--- config.mk ---
export PLATFORM = sky130hd
export DESIGN_NAME = lin_status_error_flags
export DESIGN_NICKNAME = d
export VERILOG_FILES = /design/src/lin_status_pkg.sv /design/src/lin_status_error_flags.sv
export SDC_FILE = /design/constraint.sdc
export NUM_CORES = 1
export LEC_CHECK = 0
export ABC_AREA = 1
export BUFFER_PORTS_ARGS = -buffer_cell sky130_fd_sc_hd__clkbuf_2
export CAP_MARGIN = 20
export CELL_PAD_IN_SITES_DETAIL_PLACEMENT = 2
export CELL_PAD_IN_SITES_GLOBAL_PLACEMENT = 2
export CORE_MARGIN = 2
export CORE_UTILIZATION = 35
export DETAILED_ROUTE_END_ITERATION = 7
export PLACE_DENSITY = 0.93
export SLEW_MARGIN = 20
export SYNTH_ARGS = -nofsm -noshare
export SYNTH_HDL_FRONTEND = slang
export SYNTH_SLANG_ARGS = --single-unit
--- constraint.sdc ---
create_clock -name pclk -period 3.1 [get_ports pclk]
set_clock_uncertainty 0.15 [all_clocks]
set_input_delay 0.465 -clock pclk [delete_from_list [all_inputs] [get_ports pclk]]
set_output_delay 0.465 -clock pclk [all_outputs]
set_load 0.05 [all_outputs]
--- src/lin_status_pkg.sv ---
/*
 Shared constants, field layouts and carrier types of the LIN status and
 error flag block. Assumes a 250 MHz APB clock and a frame sequencer
 outside the block that reports bus events as single-cycle pulses.
*/
package lin_status_pkg;

    localparam int          ADDR_W      = 12;
    localparam int          DATA_W      = 32;
    localparam int          REG_W       = 8;

    // Register indices; byte address is four times the index
    localparam logic [7:0]  CONTROL_IDX = 8'h08;
    localparam logic [7:0]  STATUS_IDX  = 8'h09;
    localparam logic [7:0]  ERROR_IDX   = 8'h0a;
    localparam logic [7:0]  MODE_IDX    = 8'h0c;

    localparam logic [REG_W-1:0] REG_RESET = 8'h00;

    // link_control command bits
    localparam int CTL_HALT     = 7;
    localparam int CTL_DACK     = 4;
    localparam int CTL_INTCLR   = 3;
    localparam int CTL_FLTCLR   = 2;

    // link_mode bits
    localparam int MODE_MASTER  = 0;

    // link_status bits
    localparam int ST_ACTIVE    = 7;
    localparam int ST_IDLE      = 6;
    localparam int ST_ABORT     = 5;
    localparam int ST_DREQ      = 4;
    localparam int ST_INT       = 3;
    localparam int ST_FAULT     = 2;
    localparam int ST_WAKE      = 1;
    localparam int ST_DONE      = 0;

    // link_error_causes bits
    localparam int ERR_W        = 5;
    localparam int ER_SYNC      = 4;
    localparam int ER_PARITY    = 3;
    localparam int ER_TIMEOUT   = 2;
    localparam int ER_CHECKSUM  = 1;
    localparam int ER_BIT       = 0;

    // Timing
    localparam int unsigned CLK_HZ              = 250_000_000;
    localparam int unsigned IDLE_TIMEOUT_S      = 4;
    localparam int unsigned IDLE_TIMEOUT_CYCLES = IDLE_TIMEOUT_S * CLK_HZ;
    localparam int unsigned MAX_FRAME_CYCLES    = 100_000;
    localparam int unsigned RESPONSE_CYCLES     = 50_000;

    // Events reported by the frame sequencer
    typedef struct packed {
        logic bus_activity;
        logic sleep_mode;
        logic sync_break;
        logic frame_start;
        logic frame_end;
        logic id_received;
        logic irq_event;
        logic wakeup_tx;
        logic wakeup_rx;
        logic sync_tolerance_fail;
        logic parity_fail;
        logic checksum_fail;
        logic bit_sample;
        logic bit_driven;
        logic bit_monitored;
        logic awaiting_data;
        logic data_byte;
        logic first_byte_done;
    } link_events_t;

    // Commands back to the frame sequencer
    typedef struct packed {
        logic halted;
        logic data_ack;
        logic master_mode;
    } link_cmd_t;

    typedef enum logic [0:0] {
        APB_SETUP  = 1'b0,
        APB_ANSWER = 1'b1
    } apb_state_t;

endpackage : lin_status_pkg

--- src/lin_status_error_flags.sv ---
/*
 LIN status and error flag block with an APB register slave.
 Assumes the frame sequencer drives link_events_t synchronous to pclk,
 with pulses one cycle wide, and that bit_sample only pulses while the
 device itself transmits.
*/
`timescale 1ns/1ps

module lin_status_error_flags
    import lin_status_pkg::*;
#(
    parameter int unsigned CNT_W        = 32,
    parameter int unsigned IDLE_CYCLES  = IDLE_TIMEOUT_CYCLES,
    parameter int unsigned FRAME_CYCLES = MAX_FRAME_CYCLES,
    parameter int unsigned RESP_CYCLES  = RESPONSE_CYCLES
)(
    // Clock and reset
    input  wire  logic                           pclk,
    input  wire  logic                           presetn,
    // APB slave
    input  wire  logic                           psel,
    input  wire  logic                           penable,
    input  wire  logic                           pwrite,
    input  wire  logic [lin_status_pkg::ADDR_W-1:0] paddr,
    input  wire  logic [lin_status_pkg::DATA_W-1:0] pwdata,
    output logic       [lin_status_pkg::DATA_W-1:0] prdata,
    output logic                                 pready,
    output logic                                 pslverr,
    // Frame sequencer
    input  wire  lin_status_pkg::link_events_t   events,
    output lin_status_pkg::link_cmd_t            cmd
);
    import lin_status_pkg::*;

    function automatic logic reg_hit(input logic [ADDR_W-1:0] a,
                                     input logic [7:0]        idx);
        reg_hit = (a == {2'b00, idx, 2'b00});
    endfunction : reg_hit

    apb_state_t             state;
    apb_state_t             next_state;
    logic [REG_W-1:0]       status;
    logic [ERR_W-1:0]       errors;
    logic                   in_frame;
    logic                   wake_seen;
    logic                   ack_pending;
    logic [CNT_W-1:0]       idle_cnt;
    logic [CNT_W-1:0]       frame_cnt;
    logic [CNT_W-1:0]       resp_cnt;

    // Bus decode
    wire hit_ctl  = reg_hit(paddr, CONTROL_IDX);
    wire hit_st   = reg_hit(paddr, STATUS_IDX);
    wire hit_err  = reg_hit(paddr, ERROR_IDX);
    wire hit_mode = reg_hit(paddr, MODE_IDX);
    wire mapped   = hit_ctl | hit_st | hit_err | hit_mode;
    wire request  = psel & penable;
    // Write takes effect only at the edge where pready is seen high
    wire commit   = (state == APB_ANSWER) & request & pwrite & mapped;
    wire ctl_wr   = commit & hit_ctl;
    wire mode_wr  = commit & hit_mode;

    wire slave     = ~cmd.master_mode;
    wire halt_wr   = ctl_wr & pwdata[CTL_HALT] & slave;
    wire dack_wr   = ctl_wr & pwdata[CTL_DACK] & slave;
    wire intclr_wr = ctl_wr & pwdata[CTL_INTCLR];
    wire fltclr_wr = ctl_wr & pwdata[CTL_FLTCLR];

    // Halted traffic is masked; the sync break itself always passes
    wire live         = ~cmd.halted;
    wire sync_break   = events.sync_break;
    wire frame_start  = events.frame_start & live;
    wire frame_end    = events.frame_end & live;
    wire id_rx        = events.id_received & live & slave;
    wire irq_ev       = events.irq_event & live;
    wire wake_rx      = events.wakeup_rx & live;
    wire data_byte    = events.data_byte & live;
    wire awaiting     = events.awaiting_data & live;
    wire first_byte   = events.first_byte_done & live;

    // Halt write wins over a sync break in the same cycle
    wire next_halted  = halt_wr | (cmd.halted & ~sync_break);

    // Timers
    wire idle_run  = slave & ~events.bus_activity & ~events.sleep_mode;
    wire idle_hit  = idle_run & (idle_cnt == CNT_W'(IDLE_CYCLES - 1));
    wire frame_hit = in_frame & (frame_cnt == CNT_W'(FRAME_CYCLES - 1));
    wire resp_run  = awaiting & ~data_byte;
    wire resp_hit  = resp_run & (resp_cnt == CNT_W'(RESP_CYCLES - 1));
    wire ack_late  = first_byte & ack_pending & ~dack_wr & ~halt_wr;

    wire next_in_frame = frame_start |
                         (in_frame & ~frame_end & ~sync_break & ~frame_hit);

    // Error causes; sync and parity checks exist in slave mode only
    wire              rx_live = live & slave;
    logic [ERR_W-1:0] err_set;
    always_comb
    begin
        err_set              = '0;
        err_set[ER_SYNC]     = events.sync_tolerance_fail & rx_live;
        err_set[ER_PARITY]   = events.parity_fail & rx_live;
        err_set[ER_TIMEOUT]  = (resp_hit & cmd.master_mode)
                             | (resp_hit & slave)
                             | frame_hit
                             | ack_late;
        err_set[ER_CHECKSUM] = events.checksum_fail & live;
        err_set[ER_BIT]      = events.bit_sample & live &
                               (events.bit_driven != events.bit_monitored);
    end

    // Sticky errors; a new cause beats a clear in the same cycle
    wire [ERR_W-1:0] next_errors = (errors & ~{ERR_W{fltclr_wr}})
                                 | err_set;

    // Status word
    wire next_wake_seen = wake_rx | (wake_seen & ~frame_start);
    wire next_ack_pend  = id_rx | (ack_pending & ~dack_wr & ~halt_wr &
                                   ~first_byte & ~sync_break);

    logic [REG_W-1:0] next_status;
    always_comb
    begin
        next_status            = status;
        next_status[ST_ACTIVE] = events.bus_activity;
        next_status[ST_IDLE]   = idle_run &
                                 (status[ST_IDLE] | idle_hit);
        next_status[ST_ABORT]  = (sync_break & in_frame & slave)
                               | halt_wr
                               | (status[ST_ABORT] &
                                  ~(sync_break & ~in_frame));
        next_status[ST_DREQ]   = id_rx
                               | (status[ST_DREQ] & ~dack_wr &
                                  ~halt_wr & ~sync_break);
        next_status[ST_INT]    = irq_ev
                               | (status[ST_INT] & ~intclr_wr);
        next_status[ST_FAULT]  = (|err_set)
                               | (status[ST_FAULT] & ~fltclr_wr);
        next_status[ST_WAKE]   = events.wakeup_tx & live
                               | next_wake_seen;
        next_status[ST_DONE]   = frame_end
                               | (status[ST_DONE] & ~frame_start);
    end

    // Read mux
    logic [DATA_W-1:0] read_word;
    always_comb
    begin
        read_word = '0;
        if (hit_st)
            read_word[REG_W-1:0] = status;
        else if (hit_err)
            read_word[ERR_W-1:0] = errors;
        else if (hit_mode)
            read_word[MODE_MASTER] = cmd.master_mode;
    end

    // APB phase sequencing: one wait state, answer in second access cycle
    always_comb
    begin
        next_state = APB_SETUP;
        unique case (state)
            APB_SETUP:
                if (request)
                    next_state = APB_ANSWER;
            APB_ANSWER:
                next_state = APB_SETUP;
        endcase
    end

    always_ff @(posedge pclk or negedge presetn)
    begin
        if (!presetn)
        begin
            state   <= APB_SETUP;
            pready  <= 1'b0;
            pslverr <= 1'b0;
            prdata  <= '0;
        end
        else
        begin
            state   <= next_state;
            pready  <= (next_state == APB_ANSWER);
            pslverr <= (next_state == APB_ANSWER) & ~mapped;
            prdata  <= (next_state == APB_ANSWER && !pwrite) ? read_word
                                                              : '0;
        end
    end

    // Flags
    always_ff @(posedge pclk or negedge presetn)
    begin
        if (!presetn)
        begin
            status      <= REG_RESET;
            errors      <= ERR_W'(REG_RESET);
            in_frame    <= 1'b0;
            wake_seen   <= 1'b0;
            ack_pending <= 1'b0;
        end
        else
        begin
            status      <= next_status;
            errors      <= next_errors;
            in_frame    <= next_in_frame;
            wake_seen   <= next_wake_seen;
            ack_pending <= next_ack_pend;
        end
    end

    // Idle timer; saturates so the flag holds until activity, sleep mode or master mode ends it
    always_ff @(posedge pclk or negedge presetn)
    begin
        if (!presetn)
            idle_cnt <= '0;
        else if (!idle_run)
            idle_cnt <= '0;
        else if (!idle_hit && !status[ST_IDLE])
            idle_cnt <= idle_cnt + 1'b1;
    end

    // Frame length timer; the overrun ends the frame once
    always_ff @(posedge pclk or negedge presetn)
    begin
        if (!presetn)
            frame_cnt <= '0;
        else if (!in_frame || frame_start)
            frame_cnt <= '0;
        else
            frame_cnt <= frame_cnt + 1'b1;
    end

    // Response timer; restarts on every received byte
    always_ff @(posedge pclk or negedge presetn)
    begin
        if (!presetn)
            resp_cnt <= '0;
        else if (!resp_run || resp_hit)
            resp_cnt <= '0;
        else
            resp_cnt <= resp_cnt + 1'b1;
    end

    // Commands to the sequencer
    always_ff @(posedge pclk or negedge presetn)
    begin
        if (!presetn)
            cmd <= '0;
        else
        begin
            cmd.halted      <= next_halted;
            cmd.data_ack    <= dack_wr;
            cmd.master_mode <= mode_wr ? pwdata[MODE_MASTER]
                                       : cmd.master_mode;
        end
    end

endmodule : lin_status_error_flags

---- After elaboration in Yosys (flattened, before gate mapping) ----
Cells that the tools add are included.
word-level totals
  flip-flop bits (word level) ............. 125
  input bits .............................. 67
  output and inout bits ................... 37
  logic and storage cells ................. 147
cells by class
  add/sub/neg operators ................... 3
  equal/unequal tests ..................... 9
  multiplexer cells ....................... 12
  bitwise logic cells ..................... 99
  reductions and logical operators ........ 10
operators by type and width
  operator                                               count
  two-way mux 32 bit                                     4
  adder 32 x 1 -> 32 bit, second input constant          3
  bitwise AND 1 bit                                      60
  == test 12 x 6 -> 1 bit, second input constant         4
  == test 32 x 16 -> 1 bit, second input constant        1
  == test 32 x 17 -> 1 bit, second input constant        1
  == test 32 x 30 -> 1 bit, second input constant        1
  NOT 1 bit                                              18
  OR 1 bit                                               18
  two-way mux 8 bit                                      1
  bitwise AND 5 bit                                      1
  logical NOT 1 bit                                      5
  two-way mux 5 bit                                      1
  NOT 5 bit                                              1
  OR 5 bit                                               1
  OR reduction 5 bit                                     1
  two-way mux 4 bit                                      1
  two-way mux 1 bit                                      3
  two-way mux 3 bit                                      1
  logical AND 1 bit                                      2
  logical OR 1 bit                                       2
  inequality test 2 x 1 -> 1 bit, second input constant  1
  one-hot mux 1 bit (2 select lines)                     1
  inequality test 1 bit                                  1

---- Logic depth before layout (Yosys ltp) ----
  depth in word-level cells ............... 14
  gate-level depth with buffers ........... 11
  gate-level depth less buffers ........... 10

---- Worst setup path before layout ----
Ideal clock, no wire load.
  path kind ............................... reg-to-reg
  start ................................... reg cmd[0] (netlist name)
  end ..................................... reg idle_cnt[29]
  setup time .............................. 0.066 ns
  arrival time ............................ 1.611 ns
  data required time ...................... 2.884 ns
  path slack .............................. 1.273 ns
  stages on the path, launching flop included .. 7
  path buffers ............................ 1
  clock period less this slack ............ 1.827 ns
  path through ............................ dfrtp_1 nor3_2 inv_1 clkbuf_1 nor2_1 nand2_1 nand2_1
on the way
  cells in the longest elaborated chain, start to end .. 7
  elaborated cells on any way between the ends .. 8
  those cells by class .................... eq/ne (1); mux (1); bitwise (4); reduce/logical (2)
ends and longest elaborated chain
  item                                      line                           RTL
  from (decl)                               lin_status_error_flags.sv:31   output lin_status_pkg::link_cmd_t cmd
  NOT 1 bit *                               lin_status_error_flags.sv:63   wire slave = ~cmd.master_mode;
  bitwise AND 1 bit * (2 in series)         lin_status_error_flags.sv:85   wire idle_run = slave & ~events.bus_activity & ~events.sleep_mode;
  bitwise AND 1 bit                         lin_status_error_flags.sv:86   wire idle_hit = idle_run & (idle_cnt == CNT_W'(IDLE_CYCLES - 1));
  logical NOT 1 bit                         lin_status_error_flags.sv:218  else if (!idle_hit && !status[ST_IDLE])
  logical AND 1 bit                         lin_status_error_flags.sv:218
  inequality test 2 x 1 -> 1 bit (no line)  --
  to (signal assigned)                      lin_status_error_flags.sv:219  idle_cnt <= idle_cnt + 1'b1;
  to (decl)                                 lin_status_error_flags.sv:47   logic [CNT_W-1:0] idle_cnt;
Mark *: on every way between the ends. The rest lies on a longest branch, timed or not.
A chain may end at the register's enable or synchronous reset.

---- Final worst setup path ----
  start ................................... reg resp_cnt[0]
  end ..................................... reg resp_cnt[28]
on the way
  cells in the longest elaborated chain, start to end .. 4
  elaborated cells on any way between the ends .. 5
  those cells by class .................... add/sub (1); eq/ne (1); mux (1); bitwise (1); reduce/logical (1)
ends and longest elaborated chain
  item                                                            line                           RTL
  from (decl)                                                     lin_status_error_flags.sv:49   logic [CNT_W-1:0] resp_cnt;
  from (signal assigned)                                          lin_status_error_flags.sv:241  resp_cnt <= resp_cnt + 1'b1;
  branches (longest 3 deep; another with adder 32 x 1 -> 32 bit)  --
  two-way mux 32 bit *                                            lin_status_error_flags.sv:238  else if (!resp_run || resp_hit)
Mark *: on every way between the ends.

==> summary.md <==
| Metric | Value |
|---|---|
| Static leakage | `0.003739 uW` |
| Hold crit path type | `in -> reg` |
| Port Buffers | `52` |
| Sequential area share after synthesis | `0.4234` |
| Ratio of final minimum period to clock period | `0.9211` |
| Final ANT Viol Nets | `0` |
| Via count of the first global-routing pass | `8850` |
| Max-capacitance violation count | `0` |
| Origin of the worst setup path | `resp_cnt[0]` |
| Number of enable-type register cells in the synthesized netlist | `0` |
| Most frequent standard cell in the layout excluding fill and tap cells | `sky130_fd_sc_hd__nand2_1` |
| Required time of the critical path | `3.28 ns` |
| Number of resized instances in the post-cts repair step | `0` |
| Weighted congestion at the end of routability-driven global placement | `0.8616` |
| Sw frac | `0.2777` |
| Switching pwr | `roughly 1100 uW` |
| Dominant cell type by area after synthesis | `sky130_fd_sc_hd__dfrtp_1` |
| Global-route wire length before repair | `51910 um` |
| GR Overflow Total | `0` |
| Cell chosen for the clock root | `sky130_fd_sc_hd__clkbuf_16` |
| Tightest slew margin relative to the limit | `0.3471` |
| Reg-to-reg endpoint | `resp_cnt[28]` |
| Part of the power in combinational logic | `0.057` |
| Setup TNS | `0 ns` |
| Detailed-placement wirelength estimate | `20910 um` |
| Pwr/cell area | `473.8 mW/mm^2` |
| Final wirelength | `32630 um` |
| Starting Density | `0.3537` |
| Horizontal extent of the die | `149.3 um` |
| Antenna violations before repair | `0` |
| 1st-pass router iterations | `5` |
| Number of H-tree levels | `4` |
| RSZ-0062 raised after global routing | `false` |
| Synth warnings | `0` |
| Worst-margin pin slew | `0.9782 ns` |
| Most frequent cells in the layout | `sky130_fd_sc_hd__nand2_1, sky130_fd_sc_hd__nor2_1, sky130_fd_sc_hd__dfrtp_1` |
| Ant. Diodes | `0` |
| Average wire length per cell after detail routing | `around 23 um` |
| Max Fanout on Critical Path | `14` |
| Fin nets | `1176` |
| Clock sink count | `125` |
| Synthesized instance count | `1044` |
| Chip height | `149.3 um` |
| Number of unique standard cell types used by synthesis | `32` |
| Cell types occupying the most area after synthesis | `sky130_fd_sc_hd__dfrtp_1, sky130_fd_sc_hd__nand2_1, sky130_fd_sc_hd__nor2_1` |
| Clock network fraction of total power | `0.531` |
| Die Area | `0.02229 sq mm` |
| Area growth, synth to finish | `14.94%` |
| # IOs | `104` |
| Critical path destination | `resp_cnt[28]` |
| Final cell utilization of the core | `0.4065` |
| Met3 track demand over resource | `0.06208` |
| Max-slew violation total from the final report | `0` |
| Fraction of final layout cells with drive strength greater than 1 | `0.09383` |
| Number of storage elements in the synthesis netlist | `125` |
| Maximum buffer depth of the clock tree | `2` |
| Share of the synthesized area in the top cell type | `0.4234` |
| Pre-CTS WS | `0.3939 ns` |
| Worst-Skew Late Latency | `0.46 ns` |
| Count of standard-cell rows | `53` |
| Clock tree from TritonCTS | `built` |
| Buffer count from post-CTS setup fixing | `0` |
| Routed vias | `~7600` |
| Final Hold Fails | `0` |
| Core Box Area | `0.02089 sq mm` |
| VDD IR-drop max | `0.0003394 V` |
| Worst R2R Path Depth | `9` |
| Finished Layout Cells | `1394` |
| Number of design-rule violations left by the first detailed-router iteration | `358` |
| Part of the total power dissipated in sequential elements | `0.412` |
| Most used flip-flop cell after synthesis | `sky130_fd_sc_hd__dfrtp_1` |
| Critical path capture point type | `register` |
| Synth Cell Area | `0.007388 sq mm` |
| Global router's overall resource usage | `0.3076` |
| Fraction of met2 tracks used by global routing | `0.5495` |
| Critical path type | `reg -> reg` |
| WP data arrival | `between 3 and 4 ns` |
| Min Hold Slack | `0.05490 ns` |
| Final-report setup violation count | `0` |
| Hold-fix buffers, CTS | `1` |
| Met1 layer usage reported by global route | `0.3588` |
| Sort of element at the start of the critical path | `register` |
| Post-DR vias/cell | `approximately 5.5` |
| Count of fill cells added during filler insertion | `approximately 2500` |
| Most congested layer reported by global routing | `met2` |
| Post-Place Cells | `approximately 1400` |
| Result of the run | `completed` |
| Fin crit period | `2.855 ns` |
| CTS buffer count | `17` |
| Setup slack on the worst flop-to-flop path | `approximately 0.24 ns` |
| Fmax | `350.2 MHz` |
| Largest net degree at the start of global routing | `56` |
| Count of unresolved DRC violations after routing | `0` |
| Clock edge transition at the registers on the reported setup and hold paths | `0.07 ns` |
| Async set-or-reset flop fraction in the synthesized netlist | `1.000` |
| Reg-to-Reg Start | `resp_cnt[0]` |
| Worst setup margin | `0.2445 ns` |
| Average footprint of a synthesized cell | `7.077 sq um` |
| Internal power contribution | `around 2900 uW` |
## metrics by stage
step | total power [uW] | area (sq um)
5_1_grt | 4132 | 8492
4_1_cts | 4049 | 8492
3_3_place_gp | 1896 | 7885
2_1_floorplan | 1829 | 7475
6_report | 4023 | 8492
3_5_place_dp | 1910 | 7885
## cells by family after synthesis
group | share of synthesized area
xor gates and xnor gates | 0.06283
buffers and inverters | 0.08298
AOI/OAI and AO/OA | 0.03929
DFF | 0.4234
other | 0.0005076
and+or+nand+nor | 0.3859
adders and majority gates | 0.005081
## Yosys cell counts, types with 2 or more instances
cell,count
sky130_fd_sc_hd__nor3_2,2
sky130_fd_sc_hd__clkbuf_1,7
sky130_fd_sc_hd__nand4_1,25
sky130_fd_sc_hd__a21oi_1,24
sky130_fd_sc_hd__nand2_2,2
sky130_fd_sc_hd__ha_1,3
sky130_fd_sc_hd__xor2_1,36
sky130_fd_sc_hd__inv_1,87
sky130_fd_sc_hd__xnor2_1,17
sky130_fd_sc_hd__nand3_1,86
sky130_fd_sc_hd__nand3b_1,3
sky130_fd_sc_hd__nor3_1,52
sky130_fd_sc_hd__nand2_1,289
sky130_fd_sc_hd__a21o_1,2
sky130_fd_sc_hd__buf_6,2
sky130_fd_sc_hd__a31oi_1,2
sky130_fd_sc_hd__buf_2,4
sky130_fd_sc_hd__nor2_1,208
sky130_fd_sc_hd__nor3b_1,5
sky130_fd_sc_hd__o21ai_0,21
sky130_fd_sc_hd__inv_2,4
sky130_fd_sc_hd__dfrtp_1,125
sky130_fd_sc_hd__buf_4,27
sky130_fd_sc_hd__nor2_2,3
## layer usage
| layer | wire length, um | up-vias |
|---|---|---|
| met5 | 0 | - |
| met3 | 1121 | 85 |
| met1 | 13490 | 3954 |
| met4 | 1146 | 0 |
| met2 | 16870 | 184 |
| li1 | - | 3421 |
## worst max-delay path, cell delays in order, from the launching register on
cell and delay (ns):
sky130_fd_sc_hd__dfrtp_1 0.46, sky130_fd_sc_hd__ha_1 0.35, sky130_fd_sc_hd__nand3_1 0.30, sky130_fd_sc_hd__inv_1 0.15
sky130_fd_sc_hd__nand2_1 0.07, sky130_fd_sc_hd__nor3_1 0.34, sky130_fd_sc_hd__nand2_1 0.09, sky130_fd_sc_hd__nand2_1 0.40
sky130_fd_sc_hd__buf_4 0.32, sky130_fd_sc_hd__nor2_1 0.11
## registers in the layout, indices dropped and copies added, names as in the netlist
| signal | cells |
|---|---|
| prdata | 8 |
| ack_pending | 1 |
| in_frame | 1 |
| frame_cnt | 32 |
| resp_cnt | 32 |
| idle_cnt | 32 |
| wake_seen | 1 |
| errors | 5 |
| status | 8 |
| cmd | 3 |
| pslverr | 1 |
| state | 1 |
## worst min-delay path by stage
stage	cells after the start	end	from	slack, ns
floorplan	0	ack_pending	presetn	0.02
global placement	2	wake_seen	wake_seen	0.30
detailed placement	1	frame_cnt[0]	frame_cnt[0]	0.31
CTS	1	status[7]	events[17]	0.03
global route	1	status[7]	events[17]	0.04
finish	1	status[7]	events[17]	0.05
## power by group through the flow
stage	Clock, uW	Combinational [uW]	Sequential (uW)
floorplan	0	143	1690
global placement	0	213	1680
detailed placement	0	225	1680
CTS	2160	231	1660
global route	2230	249	1660
finish	2140	231	1660
## cell type report
class | count | area, sq um | area share
tap | 275 | 344.1 | 0.04052
clock buffer | 18 | 439.2 | 0.05172
inverter | 91 | 341.6 | 0.04022
multi-input combinational | 811 | 3740 | 0.4404
clock inverter | 14 | 157.7 | 0.01856
timing repair buffer | 60 | 341.6 | 0.04022
sequential | 125 | 3128 | 0.3684
Power figures use the tool's default switching activity.
